## src/logic/irq_tb_map.svh

```systemverilog
// register offsets, field positions, reset values and timing counts of the interrupt block
`ifndef IRQ_TB_MAP_SVH
`define IRQ_TB_MAP_SVH
`define OFS_EDGE_SEL      4'h0
`define OFS_CTRL0         4'h1
`define OFS_CTRL1         4'h2
`define OFS_CTRL2         4'h3
`define OFS_PRESCALER     4'h4
`define OFS_TICK0         4'h5
`define OFS_TICK1         4'h6
`define OFS_CORE          4'h7
`define RST_BYTE          8'h00
`define BIT_RUN           7
`define PER_LSB_BITS      8
`define SRC_COUNT         8
`define DIV4_COUNT        2'h3
`define VEC_BASE          12'h004
`define VEC_STEP          12'h004
`endif

```

## src/logic/irq_tb_pkg.sv

```systemverilog
// types shared by the interrupt block
package irq_tb_pkg;
  typedef enum logic [1:0] {
    EDGE_OFF  = 2'h0,
    EDGE_RISE = 2'h1,
    EDGE_FALL = 2'h2,
    EDGE_BOTH = 2'h3
  } edge_mode_t;
  typedef enum logic [1:0] {
    ST_IDLE  = 2'h0,
    ST_ENTER = 2'h1,
    ST_ACK   = 2'h3
  } seq_state_t;
endpackage : irq_tb_pkg

```

## src/logic/tick_divider.sv

```systemverilog
// one time-base divider with selectable overflow period
`timescale 1ns/10ps
`include "irq_tb_map.svh"
module tick_divider (
  input  wire logic       clk_i,
  input  wire logic       rst_i,
  input  wire logic       tick_i,
  input  wire logic       run_i,
  input  wire logic [2:0] period_sel_i,
  output logic            overflow_o
);
  logic [15:0] count_q;
  logic [15:0] period_last;
  always_comb begin
    period_last = 16'h00FF;
    for (int i = 0; i < 8; i++) begin
      if (period_sel_i == 3'(i)) begin
        period_last = 16'((32'h1 << (`PER_LSB_BITS + i)) - 1);
      end
    end
  end
  always_ff @(posedge clk_i) begin
    if (rst_i || !run_i) begin
      count_q    <= 16'h0000;
      overflow_o <= 1'b0;
    end else begin
      overflow_o <= 1'b0;
      if (tick_i) begin
        if (count_q >= period_last) begin
          count_q    <= 16'h0000;
          overflow_o <= 1'b1;
        end else begin
          count_q <= count_q + 16'h0001;
        end
      end
    end
  end
endmodule : tick_divider

```

## src/logic/vectored_irq.sv

```systemverilog
// vectored interrupt controller with two time-base generators and a wishbone slave
`timescale 1ns/10ps
`include "irq_tb_map.svh"
// Operation
// - event sets flag; branch only when that source's enable is high
// - global enable low blocks every vector branch
// - taking an interrupt pushes next pc and loads source vector
// - return from interrupt pops saved pc to resume
// - entering service clears global enable, blocking nesting
// - flags still latch while service is blocked
// - stack full holds off acknowledge until stack pointer decrements
// - simultaneous requests resolved by fixed priority
// - any flag rising wakes the device regardless of enables
// - external flag set on selected pin transition
// - servicing clears the serviced source's flag automatically
// - edge select offers rising, falling, both or disabled
// - edge encoding 00 off, 01 rising, 10 falling, 11 both
// - converter flag set when a conversion finishes
// - eeprom flag set at end of each write cycle
// - timer gives separate match p and match a requests
// - spi or i2c byte, address match or time-out sets serial flag
// - uart tx empty, idle, rx data, overrun, address, wake set serial flag
// - servicing a uart cause leaves uart status flags untouched
// - each time-base sets its flag on every divider overflow
// - prescaler source 00 system, 01 system/4, 1x slow clock
// - period code n gives 2^(8+n) prescaler cycles
module vectored_irq (
  input  wire logic        clk_i,
  input  wire logic        rst_i,
  input  wire logic [3:0]  adr_i,
  input  wire logic [7:0]  dat_i,
  input  wire logic        we_i,
  input  wire logic [0:0]  sel_i,
  input  wire logic        cyc_i,
  input  wire logic        stb_i,
  output logic [7:0]       dat_o,
  output logic             ack_o,
  input  wire logic        ext_pin_i,
  input  wire logic        slow_sub_clk_i,
  input  wire logic        conv_done_i,
  input  wire logic        eeprom_write_done_i,
  input  wire logic        match_p_i,
  input  wire logic        match_a_i,
  input  wire logic        serial_event_i,
  input  wire logic [11:0] next_pc_i,
  input  wire logic        irq_window_i,
  input  wire logic        return_from_irq_i,
  input  wire logic        stack_full_i,
  output logic             irq_take_o,
  output logic [11:0]      push_pc_o,
  output logic [11:0]      vector_o,
  output logic             pop_o,
  output logic             wake_o
);
  localparam int NSRC = `SRC_COUNT;
  // source index order is priority order, index 0 = lowest vector
  localparam int S_EXT = 0;
  localparam int S_SER = 1;
  localparam int S_ADC = 2;
  localparam int S_EEP = 3;
  localparam int S_MP  = 4;
  localparam int S_MA  = 5;
  localparam int S_TB0 = 6;
  localparam int S_TB1 = 7;

  logic [1:0]      ext_edge_select_q;
  logic            global_irq_enable_q;
  logic [NSRC-1:0] enable_q;
  logic [NSRC-1:0] flag_q;
  logic [1:0]      prescaler_src_sel_q;
  logic            tick0_run_q;
  logic [2:0]      tick0_period_sel_q;
  logic            tick1_run_q;
  logic [2:0]      tick1_period_sel_q;
  logic [2:0]      pin_sync_q;
  logic            pin_level_q;
  logic [2:0]      slow_sync_q;
  logic            slow_level_q;
  logic [1:0]      div4_q;
  logic            psc_tick;
  logic            tb0_ovf;
  logic            tb1_ovf;
  logic [NSRC-1:0] event_d;
  logic [NSRC-1:0] wr_mask;
  logic [NSRC-1:0] wr_value;
  logic [NSRC-1:0] svc_clear;
  logic [NSRC-1:0] pending;
  logic [2:0]      winner;
  logic            any_pending;
  logic            bus_req;
  logic            bus_wr;
  irq_tb_pkg::seq_state_t state_q;

  // three-stage capture: a change counts once stages two and three agree
  always_ff @(posedge clk_i) begin
    if (rst_i) begin
      pin_sync_q  <= 3'h0;
      pin_level_q <= 1'b0;
      slow_sync_q <= 3'h0;
      slow_level_q <= 1'b0;
    end else begin
      pin_sync_q  <= {pin_sync_q[1:0], ext_pin_i};
      slow_sync_q <= {slow_sync_q[1:0], slow_sub_clk_i};
      if (pin_sync_q[1] == pin_sync_q[2]) begin
        pin_level_q <= pin_sync_q[2];
      end
      if (slow_sync_q[1] == slow_sync_q[2]) begin
        slow_level_q <= slow_sync_q[2];
      end
    end
  end

  // edge detection on the filtered pin level
  logic pin_rise;
  logic pin_fall;
  logic slow_rise;
  assign pin_rise  = (pin_sync_q[1] == pin_sync_q[2]) && pin_sync_q[2] && !pin_level_q;
  assign pin_fall  = (pin_sync_q[1] == pin_sync_q[2]) && !pin_sync_q[2] && pin_level_q;
  assign slow_rise = (slow_sync_q[1] == slow_sync_q[2]) && slow_sync_q[2] && !slow_level_q;

  always_comb begin
    event_d = '0;
    case (irq_tb_pkg::edge_mode_t'(ext_edge_select_q))
      irq_tb_pkg::EDGE_RISE: event_d[S_EXT] = pin_rise;
      irq_tb_pkg::EDGE_FALL: event_d[S_EXT] = pin_fall;
      irq_tb_pkg::EDGE_BOTH: event_d[S_EXT] = pin_rise | pin_fall;
      default:               event_d[S_EXT] = 1'b0;
    endcase
    event_d[S_SER] = serial_event_i;
    event_d[S_ADC] = conv_done_i;
    event_d[S_EEP] = eeprom_write_done_i;
    event_d[S_MP]  = match_p_i;
    event_d[S_MA]  = match_a_i;
    event_d[S_TB0] = tb0_ovf;
    event_d[S_TB1] = tb1_ovf;
  end

  // prescaler clock: system, system/4 or the slow clock
  always_ff @(posedge clk_i) begin
    if (rst_i) begin
      div4_q <= 2'h0;
    end else begin
      div4_q <= div4_q + 2'h1;
    end
  end
  always_comb begin
    case (prescaler_src_sel_q)
      2'h0:    psc_tick = 1'b1;
      2'h1:    psc_tick = (div4_q == `DIV4_COUNT);
      default: psc_tick = slow_rise;
    endcase
  end

  tick_divider u_tick0 (
    .clk_i        (clk_i),
    .rst_i        (rst_i),
    .tick_i       (psc_tick),
    .run_i        (tick0_run_q),
    .period_sel_i (tick0_period_sel_q),
    .overflow_o   (tb0_ovf)
  );
  tick_divider u_tick1 (
    .clk_i        (clk_i),
    .rst_i        (rst_i),
    .tick_i       (psc_tick),
    .run_i        (tick1_run_q),
    .period_sel_i (tick1_period_sel_q),
    .overflow_o   (tb1_ovf)
  );

  // fixed priority pick, lowest index wins
  always_comb begin
    pending = flag_q & enable_q;
    winner  = 3'h0;
    for (int i = NSRC - 1; i >= 0; i--) begin
      if (pending[i]) begin
        winner = 3'(i);
      end
    end
    // stack full holds acknowledge off; core drops it after popping
    any_pending = (|pending) && global_irq_enable_q && !stack_full_i;
  end

  // core handshake: the core offers a window at an instruction boundary
  always_ff @(posedge clk_i) begin
    if (rst_i) begin
      state_q    <= irq_tb_pkg::ST_IDLE;
      irq_take_o <= 1'b0;
      push_pc_o  <= 12'h000;
      vector_o   <= 12'h000;
      svc_clear  <= '0;
    end else begin
      irq_take_o <= 1'b0;
      svc_clear  <= '0;
      case (state_q)
        irq_tb_pkg::ST_IDLE: begin
          if (irq_window_i && any_pending) begin
            irq_take_o <= 1'b1;
            push_pc_o  <= next_pc_i;
            vector_o   <= `VEC_BASE + `VEC_STEP * 12'(winner);
            svc_clear  <= NSRC'(1) << winner;
            state_q    <= irq_tb_pkg::ST_ENTER;
          end
        end
        irq_tb_pkg::ST_ENTER: state_q <= irq_tb_pkg::ST_ACK;
        irq_tb_pkg::ST_ACK:   state_q <= irq_tb_pkg::ST_IDLE;
        default:              state_q <= irq_tb_pkg::ST_IDLE;
      endcase
    end
  end

  always_ff @(posedge clk_i) begin
    if (rst_i) begin
      pop_o <= 1'b0;
    end else begin
      pop_o <= return_from_irq_i;
    end
  end

  // wishbone decode; a write lands on the edge at which the master sees ack high
  assign bus_req = cyc_i && stb_i && !ack_o;
  assign bus_wr  = cyc_i && stb_i && ack_o && we_i && sel_i[0];

  always_comb begin
    wr_mask  = '0;
    wr_value = '0;
    if (bus_wr && adr_i == `OFS_CTRL0) begin
      wr_mask[S_SER]  = 1'b1;
      wr_mask[S_EXT]  = 1'b1;
      wr_value[S_SER] = dat_i[5];
      wr_value[S_EXT] = dat_i[4];
    end
    if (bus_wr && adr_i == `OFS_CTRL1) begin
      wr_mask[S_MA:S_ADC]  = 4'hF;
      wr_value[S_ADC] = dat_i[4];
      wr_value[S_EEP] = dat_i[5];
      wr_value[S_MP]  = dat_i[6];
      wr_value[S_MA]  = dat_i[7];
    end
    if (bus_wr && adr_i == `OFS_CTRL2) begin
      wr_mask[S_TB1:S_TB0]  = 2'h3;
      wr_value[S_TB0] = dat_i[4];
      wr_value[S_TB1] = dat_i[5];
    end
  end

  // flags: event beats software clear and service clear; set during block is kept
  always_ff @(posedge clk_i) begin
    if (rst_i) begin
      flag_q <= '0;
    end else begin
      // uart status bits live in the serial module; only our flag clears
      flag_q <= ((flag_q & ~svc_clear & ~wr_mask) | (wr_value & wr_mask))
                | event_d;
    end
  end

  logic [NSRC-1:0] flag_prev_q;
  always_ff @(posedge clk_i) begin
    if (rst_i) begin
      flag_prev_q <= '0;
      wake_o      <= 1'b0;
    end else begin
      flag_prev_q <= flag_q;
      wake_o      <= |(flag_q & ~flag_prev_q);
    end
  end

  always_ff @(posedge clk_i) begin
    if (rst_i) begin
      global_irq_enable_q <= 1'b0;
      enable_q            <= '0;
      ext_edge_select_q   <= 2'h0;
      prescaler_src_sel_q <= 2'h0;
      tick0_run_q         <= 1'b0;
      tick0_period_sel_q  <= 3'h0;
      tick1_run_q         <= 1'b0;
      tick1_period_sel_q  <= 3'h0;
    end else begin
      if (bus_wr) begin
        case (adr_i)
          `OFS_EDGE_SEL: ext_edge_select_q <= dat_i[1:0];
          `OFS_CTRL0: begin
            global_irq_enable_q <= dat_i[0];
            enable_q[S_EXT]     <= dat_i[1];
            enable_q[S_SER]     <= dat_i[2];
          end
          `OFS_CTRL1: begin
            enable_q[S_ADC] <= dat_i[0];
            enable_q[S_EEP] <= dat_i[1];
            enable_q[S_MP]  <= dat_i[2];
            enable_q[S_MA]  <= dat_i[3];
          end
          `OFS_CTRL2: begin
            enable_q[S_TB0] <= dat_i[0];
            enable_q[S_TB1] <= dat_i[1];
          end
          `OFS_PRESCALER: prescaler_src_sel_q <= dat_i[1:0];
          `OFS_TICK0: begin
            tick0_run_q        <= dat_i[`BIT_RUN];
            tick0_period_sel_q <= dat_i[2:0];
          end
          `OFS_TICK1: begin
            tick1_run_q        <= dat_i[`BIT_RUN];
            tick1_period_sel_q <= dat_i[2:0];
          end
          default: ;
        endcase
      end
      if (state_q == irq_tb_pkg::ST_IDLE && irq_window_i && any_pending) begin
        global_irq_enable_q <= 1'b0;
      end else if (return_from_irq_i) begin
        global_irq_enable_q <= 1'b1;
      end
    end
  end

  // reads answer in one cycle; unmapped offsets read zero
  always_ff @(posedge clk_i) begin
    if (rst_i) begin
      ack_o <= 1'b0;
      dat_o <= `RST_BYTE;
    end else begin
      ack_o <= bus_req;
      if (bus_req) begin
        case (adr_i)
          `OFS_EDGE_SEL:  dat_o <= {6'h00, ext_edge_select_q};
          `OFS_CTRL0:     dat_o <= {2'h0, flag_q[S_SER], flag_q[S_EXT], 1'b0,
                                    enable_q[S_SER], enable_q[S_EXT], global_irq_enable_q};
          `OFS_CTRL1:     dat_o <= {flag_q[S_MA:S_ADC], enable_q[S_MA:S_ADC]};
          `OFS_CTRL2:     dat_o <= {2'h0, flag_q[S_TB1:S_TB0], 2'h0, enable_q[S_TB1:S_TB0]};
          `OFS_PRESCALER: dat_o <= {6'h00, prescaler_src_sel_q};
          `OFS_TICK0:     dat_o <= {tick0_run_q, 4'h0, tick0_period_sel_q};
          `OFS_TICK1:     dat_o <= {tick1_run_q, 4'h0, tick1_period_sel_q};
          `OFS_CORE:      dat_o <= {6'h00, stack_full_i, 1'b0};
          default:        dat_o <= 8'h00;
        endcase
      end
    end
  end
endmodule : vectored_irq

```

## config.mk

```make
export PLATFORM = sky130hd
export DESIGN_NAME = vectored_irq
export DESIGN_NICKNAME = d
export VERILOG_FILES = /design/src/logic/irq_tb_pkg.sv /design/src/logic/tick_divider.sv /design/src/logic/vectored_irq.sv
export VERILOG_INCLUDE_DIRS = /design/src /design/src/logic
export SDC_FILE = /design/constraint.sdc
export NUM_CORES = 1
export LEC_CHECK = 0
export ABC_CLOCK_PERIOD_IN_PS = 1900
export BUFFER_PORTS_ARGS = -buffer_cell sky130_fd_sc_hd__buf_4
export CAP_MARGIN = 15
export CORE_AREA = 10 10 84 159
export CTS_CLUSTER_DIAMETER = 60
export DETAILED_ROUTE_END_ITERATION = 7
export DIE_AREA = 0 0 94 169
export MAX_ROUTING_LAYER = met4
export PLACE_DENSITY = 0.82
export SYNTH_ARGS = -nofsm -noshare
export SYNTH_HDL_FRONTEND = slang
export SYNTH_HIERARCHICAL = 1
export SYNTH_SLANG_ARGS = --single-unit
```

## constraint.sdc

```tcl
create_clock -name clk_i -period 1.9 [get_ports clk_i]
set_clock_uncertainty 0.05 [all_clocks]
set_input_delay 0.19 -clock clk_i [delete_from_list [all_inputs] [get_ports clk_i]]
set_output_delay 0.19 -clock clk_i [all_outputs]
set_load 0.005 [all_outputs]
```

==> flow_summary_export.csv <==
group,metric,value,unit
logic_synthesis,avgSynthCellArea,9.33,µm²
logic_synthesis,yosys_warnings,6,
setup_path,crit_path_end,"u_tick1/count_q[4]",
route,drc_errors,0,
logic_synthesis,ys_seq_area_frac,0.433,
timing,hold_ws,0.0155,ns
logic_synthesis,synthArstFlopShare,0,
setup_path,required,2.18,ns
setup_path,reg2reg_depth,8,
global_route,met3_usage,0.0567,
route,drt-wirelength-per-cell,19.1,µm
power_and_ir_drop,intPower,4.56,mW
place,place_hpwl,11700,µm
setup_path,crit_path_start_kind,"flop",
power_and_ir_drop,vdd_drop_max,0.702,mV
setup_path,worst_path_most_repeated_cell,"nand3_1",
route,drt_first_pass_iters,4,
layout,layout.nets,783,
layout,area_growth,34.1,%
timing,period_needed,2.09,ns
logic_synthesis,synth_edf_count,0,
global_route,grt_max_degree,40,
setup_path,cp_slowest_stage_delay,0.39,ns
logic_synthesis,synth.top_cells.by_count,"119 x dfxtp_1, 73 x nor2_1, 38 x nand2_1",
setup_path,cpMaxStageDelayCell,"dfxtp_4",
floorplan,die-area,0.0159,mm²
layout,fillerInstances,792,
timing,rsz0062_at_grt,"true",
clock_tree,cts_tree,"done",
route,via_per_inst,5.74,
logic_synthesis,syn_area,0.00550,mm²
clock_tree,root_buffer,"clkbuf_16",
floorplan,start_util,0.509,
place,gp_congestion,0.982,
global_route,antenna_found_initial,0,
clock_tree,clkSlewWorstSetupHoldPaths,0.05,ns
timing,fin_ws,-0.186,ns
power_and_ir_drop,seq_power_share,0.434,
power_and_ir_drop,netSwitchingPower,1.31,mW
logic_synthesis,yosysTopAreaCell,"dfxtp_1",
route,vias,5012,
setup_path,path_class,"reg -> reg",
setup_path,crit_start,"tick1_period_sel_q[2]",
outcome,violations,"negative setup slack",
worst_hold_path,min_path_type,"in -> reg",
logic_synthesis,synth.most_common_cell,"dfxtp_1",
timing,finalSetupTns,-3.30,ns
layout,insertedDiodeCount,0,
timing,setup_viol,34,
outcome,status,"finished, violations left",
place,portBuffers,67,
route,drt_iter0_markers,270,
timing,timing.fmax,479,MHz
route,wl,16600,µm
global_route,grt-ovfl-total,0,
global_route,busiest_layer,"met2",
power_and_ir_drop,p_sw_frac,0.224,
setup_path,crit_fanout,7,
power_and_ir_drop,p_clk_frac,0.517,
logic_synthesis,synthTopCellsByArea,"dfxtp_1 43%, ha_1 5.0%, nor2_1 5.0%",
floorplan,rows,54,
logic_synthesis,yosysTopAreaCellShare,0.433,
setup_path,endpoint_kind,"flop",
setup_path,rrSetupSlack,-0.19,ns
global_route,grt_pass1_wl,26300,µm
route,antenna_left,0,
setup_path,arrival,2.36,ns
clock_tree,clock_sinks,119,
floorplan,die_x,94,µm
power_and_ir_drop,leakagePower,3.19,nW
power_and_ir_drop,powerDensity,796,mW/mm²
layout,drive_gt1_frac,0.286,
clock_tree,clock_path_buffers,2,
clock_tree,clk_latency,0.42,ns
floorplan,die_height,169,µm
timing,final_max_slew_viol_count,0,
setup_path,worstReg2RegStart,"tick1_period_sel_q[2]",
place,pre_cts_slack,-0.154,ns
global_route,use_met2,0.393,
logic_synthesis,synth_flop_cell,"dfxtp_1",
logic_synthesis,synthCells,589,
setup_path,r2r_end,"u_tick1/count_q[4]",
power_and_ir_drop,p_comb_frac,0.050,
run,max-cap-violations,0,
global_route,grt_usage,0.215,
floorplan,ios,76,
clock_tree,h-tree-depth,4,
global_route,first_global_vias,5277,
timing,finalCritPeriodShare,1.10,
floorplan,core,0.0108,mm²
logic_synthesis,synthDistinctLibCells,62,
place,placed_cell_area,0.00642,mm²
setup_path,crit_chain,"nand3_1 > ha_1 > nand4b_1 > inv_1 > a211oi_4 > buf_6 > nand3_1 > a31oi_1",
layout,finish.instance_area,0.00737,mm²
timing,finalHoldViolations,0,
global_route,global_route.usage.met1,0.180,
logic_synthesis,ys_ff_latch,119,
clock_tree,cts_inserted_buffers,17,
## power by group through the flow
stage                     registers (mW)  clock network (mW)  logic [mW]
after floorplan                     2.60                   0       0.129
after global placement              2.60                   0       0.247
after detailed placement            2.60                   0       0.254
after CTS                           2.55                3.05       0.285
after global routing                2.55                3.18       0.312
final                               2.55                3.03       0.291
## state kept, by name (all words and copies together), names as in the netlist, 3 cells and up
register / cells
tick1_period_sel_q: 3
vector_o: 4
flag_q: 8
svc_clear: 8
push_pc_o: 12
pin_sync_q: 3
enable_q: 8
dat_o: 8
flag_prev_q: 8
slow_sync_q: 3
u_tick0/count_q: 16
tick0_period_sel_q: 3
u_tick1/count_q: 16
## layout make-up
cell class / count / area [µm²] / area share
Multi-Input combinational cell: 419 / 3020 / 0.410
Clock buffer: 20 / 467 / 0.0633
Tap cell: 140 / 175 / 0.0238
Timing Repair Buffer: 135 / 1100 / 0.149
Inverter: 29 / 111 / 0.0151
Sequential cell: 119 / 2400 / 0.326
Clock inverter: 11 / 97.6 / 0.0132
## cells by family after synthesis
logic type	after synthesis	synth area share
simple gates	235	0.233
flops	119	0.433
compound gates	101	0.136
buf+inv	58	0.0517
mux	31	0.0599
fa+ha+maj	22	0.0501
xor+xnor	22	0.0350
other cells	1	0.000682
## metrics by stage
stage	instances	utilization	power, mW
after detailed placement	821	0.594	2.86
final	873	0.682	5.87
after CTS	869	0.672	5.88
after global routing	873	0.682	6.04
after global placement	821	0.594	2.85
after floorplan	596	-	2.72
## metal layers
metal,routed length [µm],vias up,share of wire
met3,793,69,0.048
met4,1050,0,0.063
met5,0,-,0
met2,9160,186,0.55
met1,5640,2410,0.34
li1,-,2347,-
## critical path: cells and delay by family (launching register included)
kind                       cells  cell delay (ns)
AOI/OAI and AO/OA              2             0.55
DFF                            1             0.39
and+or+nand+nor                3             0.38
buffers and inverters          2             0.30
adders and majority gates      1             0.32
## worst min path at each step
stage                          from       endpoint  slack, ns  depth (start not counted)
after floorplan            adr_i[3]       dat_o[0]       0.24                          1
after global placement    div4_q[0]      div4_q[0]       0.35                          1
after detailed placement  ext_pin_i  pin_sync_q[0]       0.36                          2
after CTS                  dat_i[2]    enable_q[4]      0.008                          3
after global routing       dat_i[2]    enable_q[4]       0.02                          3
final                      dat_i[2]    enable_q[4]       0.02                          3
## layout by cell type, fill, tap and decap left out, types with 7 or more instances in the layout
cell type      netlist  routed
dfxtp_1            119     113
buf_4                9     112
nor2_1              73      71
nand2_1             38      35
inv_1               28      26
mux2i_1             25      25
a21oi_1             27      21
nand3_1             26      21
a22o_1              19      19
nor3_1              22      18
xor2_1              18      18
ha_1                22      17
clkbuf_16            0      17
dlygate4sd3_1        0      17
nand4_1             14      14
and3_1              11      11
nor2b_1             10      10
and2_1               9       9
conb_1               1       8
a21oi_2              1       7
a211oi_1             7       7
## repair_timing
action,4_1_cts,5_1_grt
buffers inserted,0,4
hold buffers,17,0
hold endpoints to repair,17,0
pin swaps,14,9
gates resized for setup,29,19
endpoints found under the setup margin,34,34
Power figures use the tool's default switching activity.
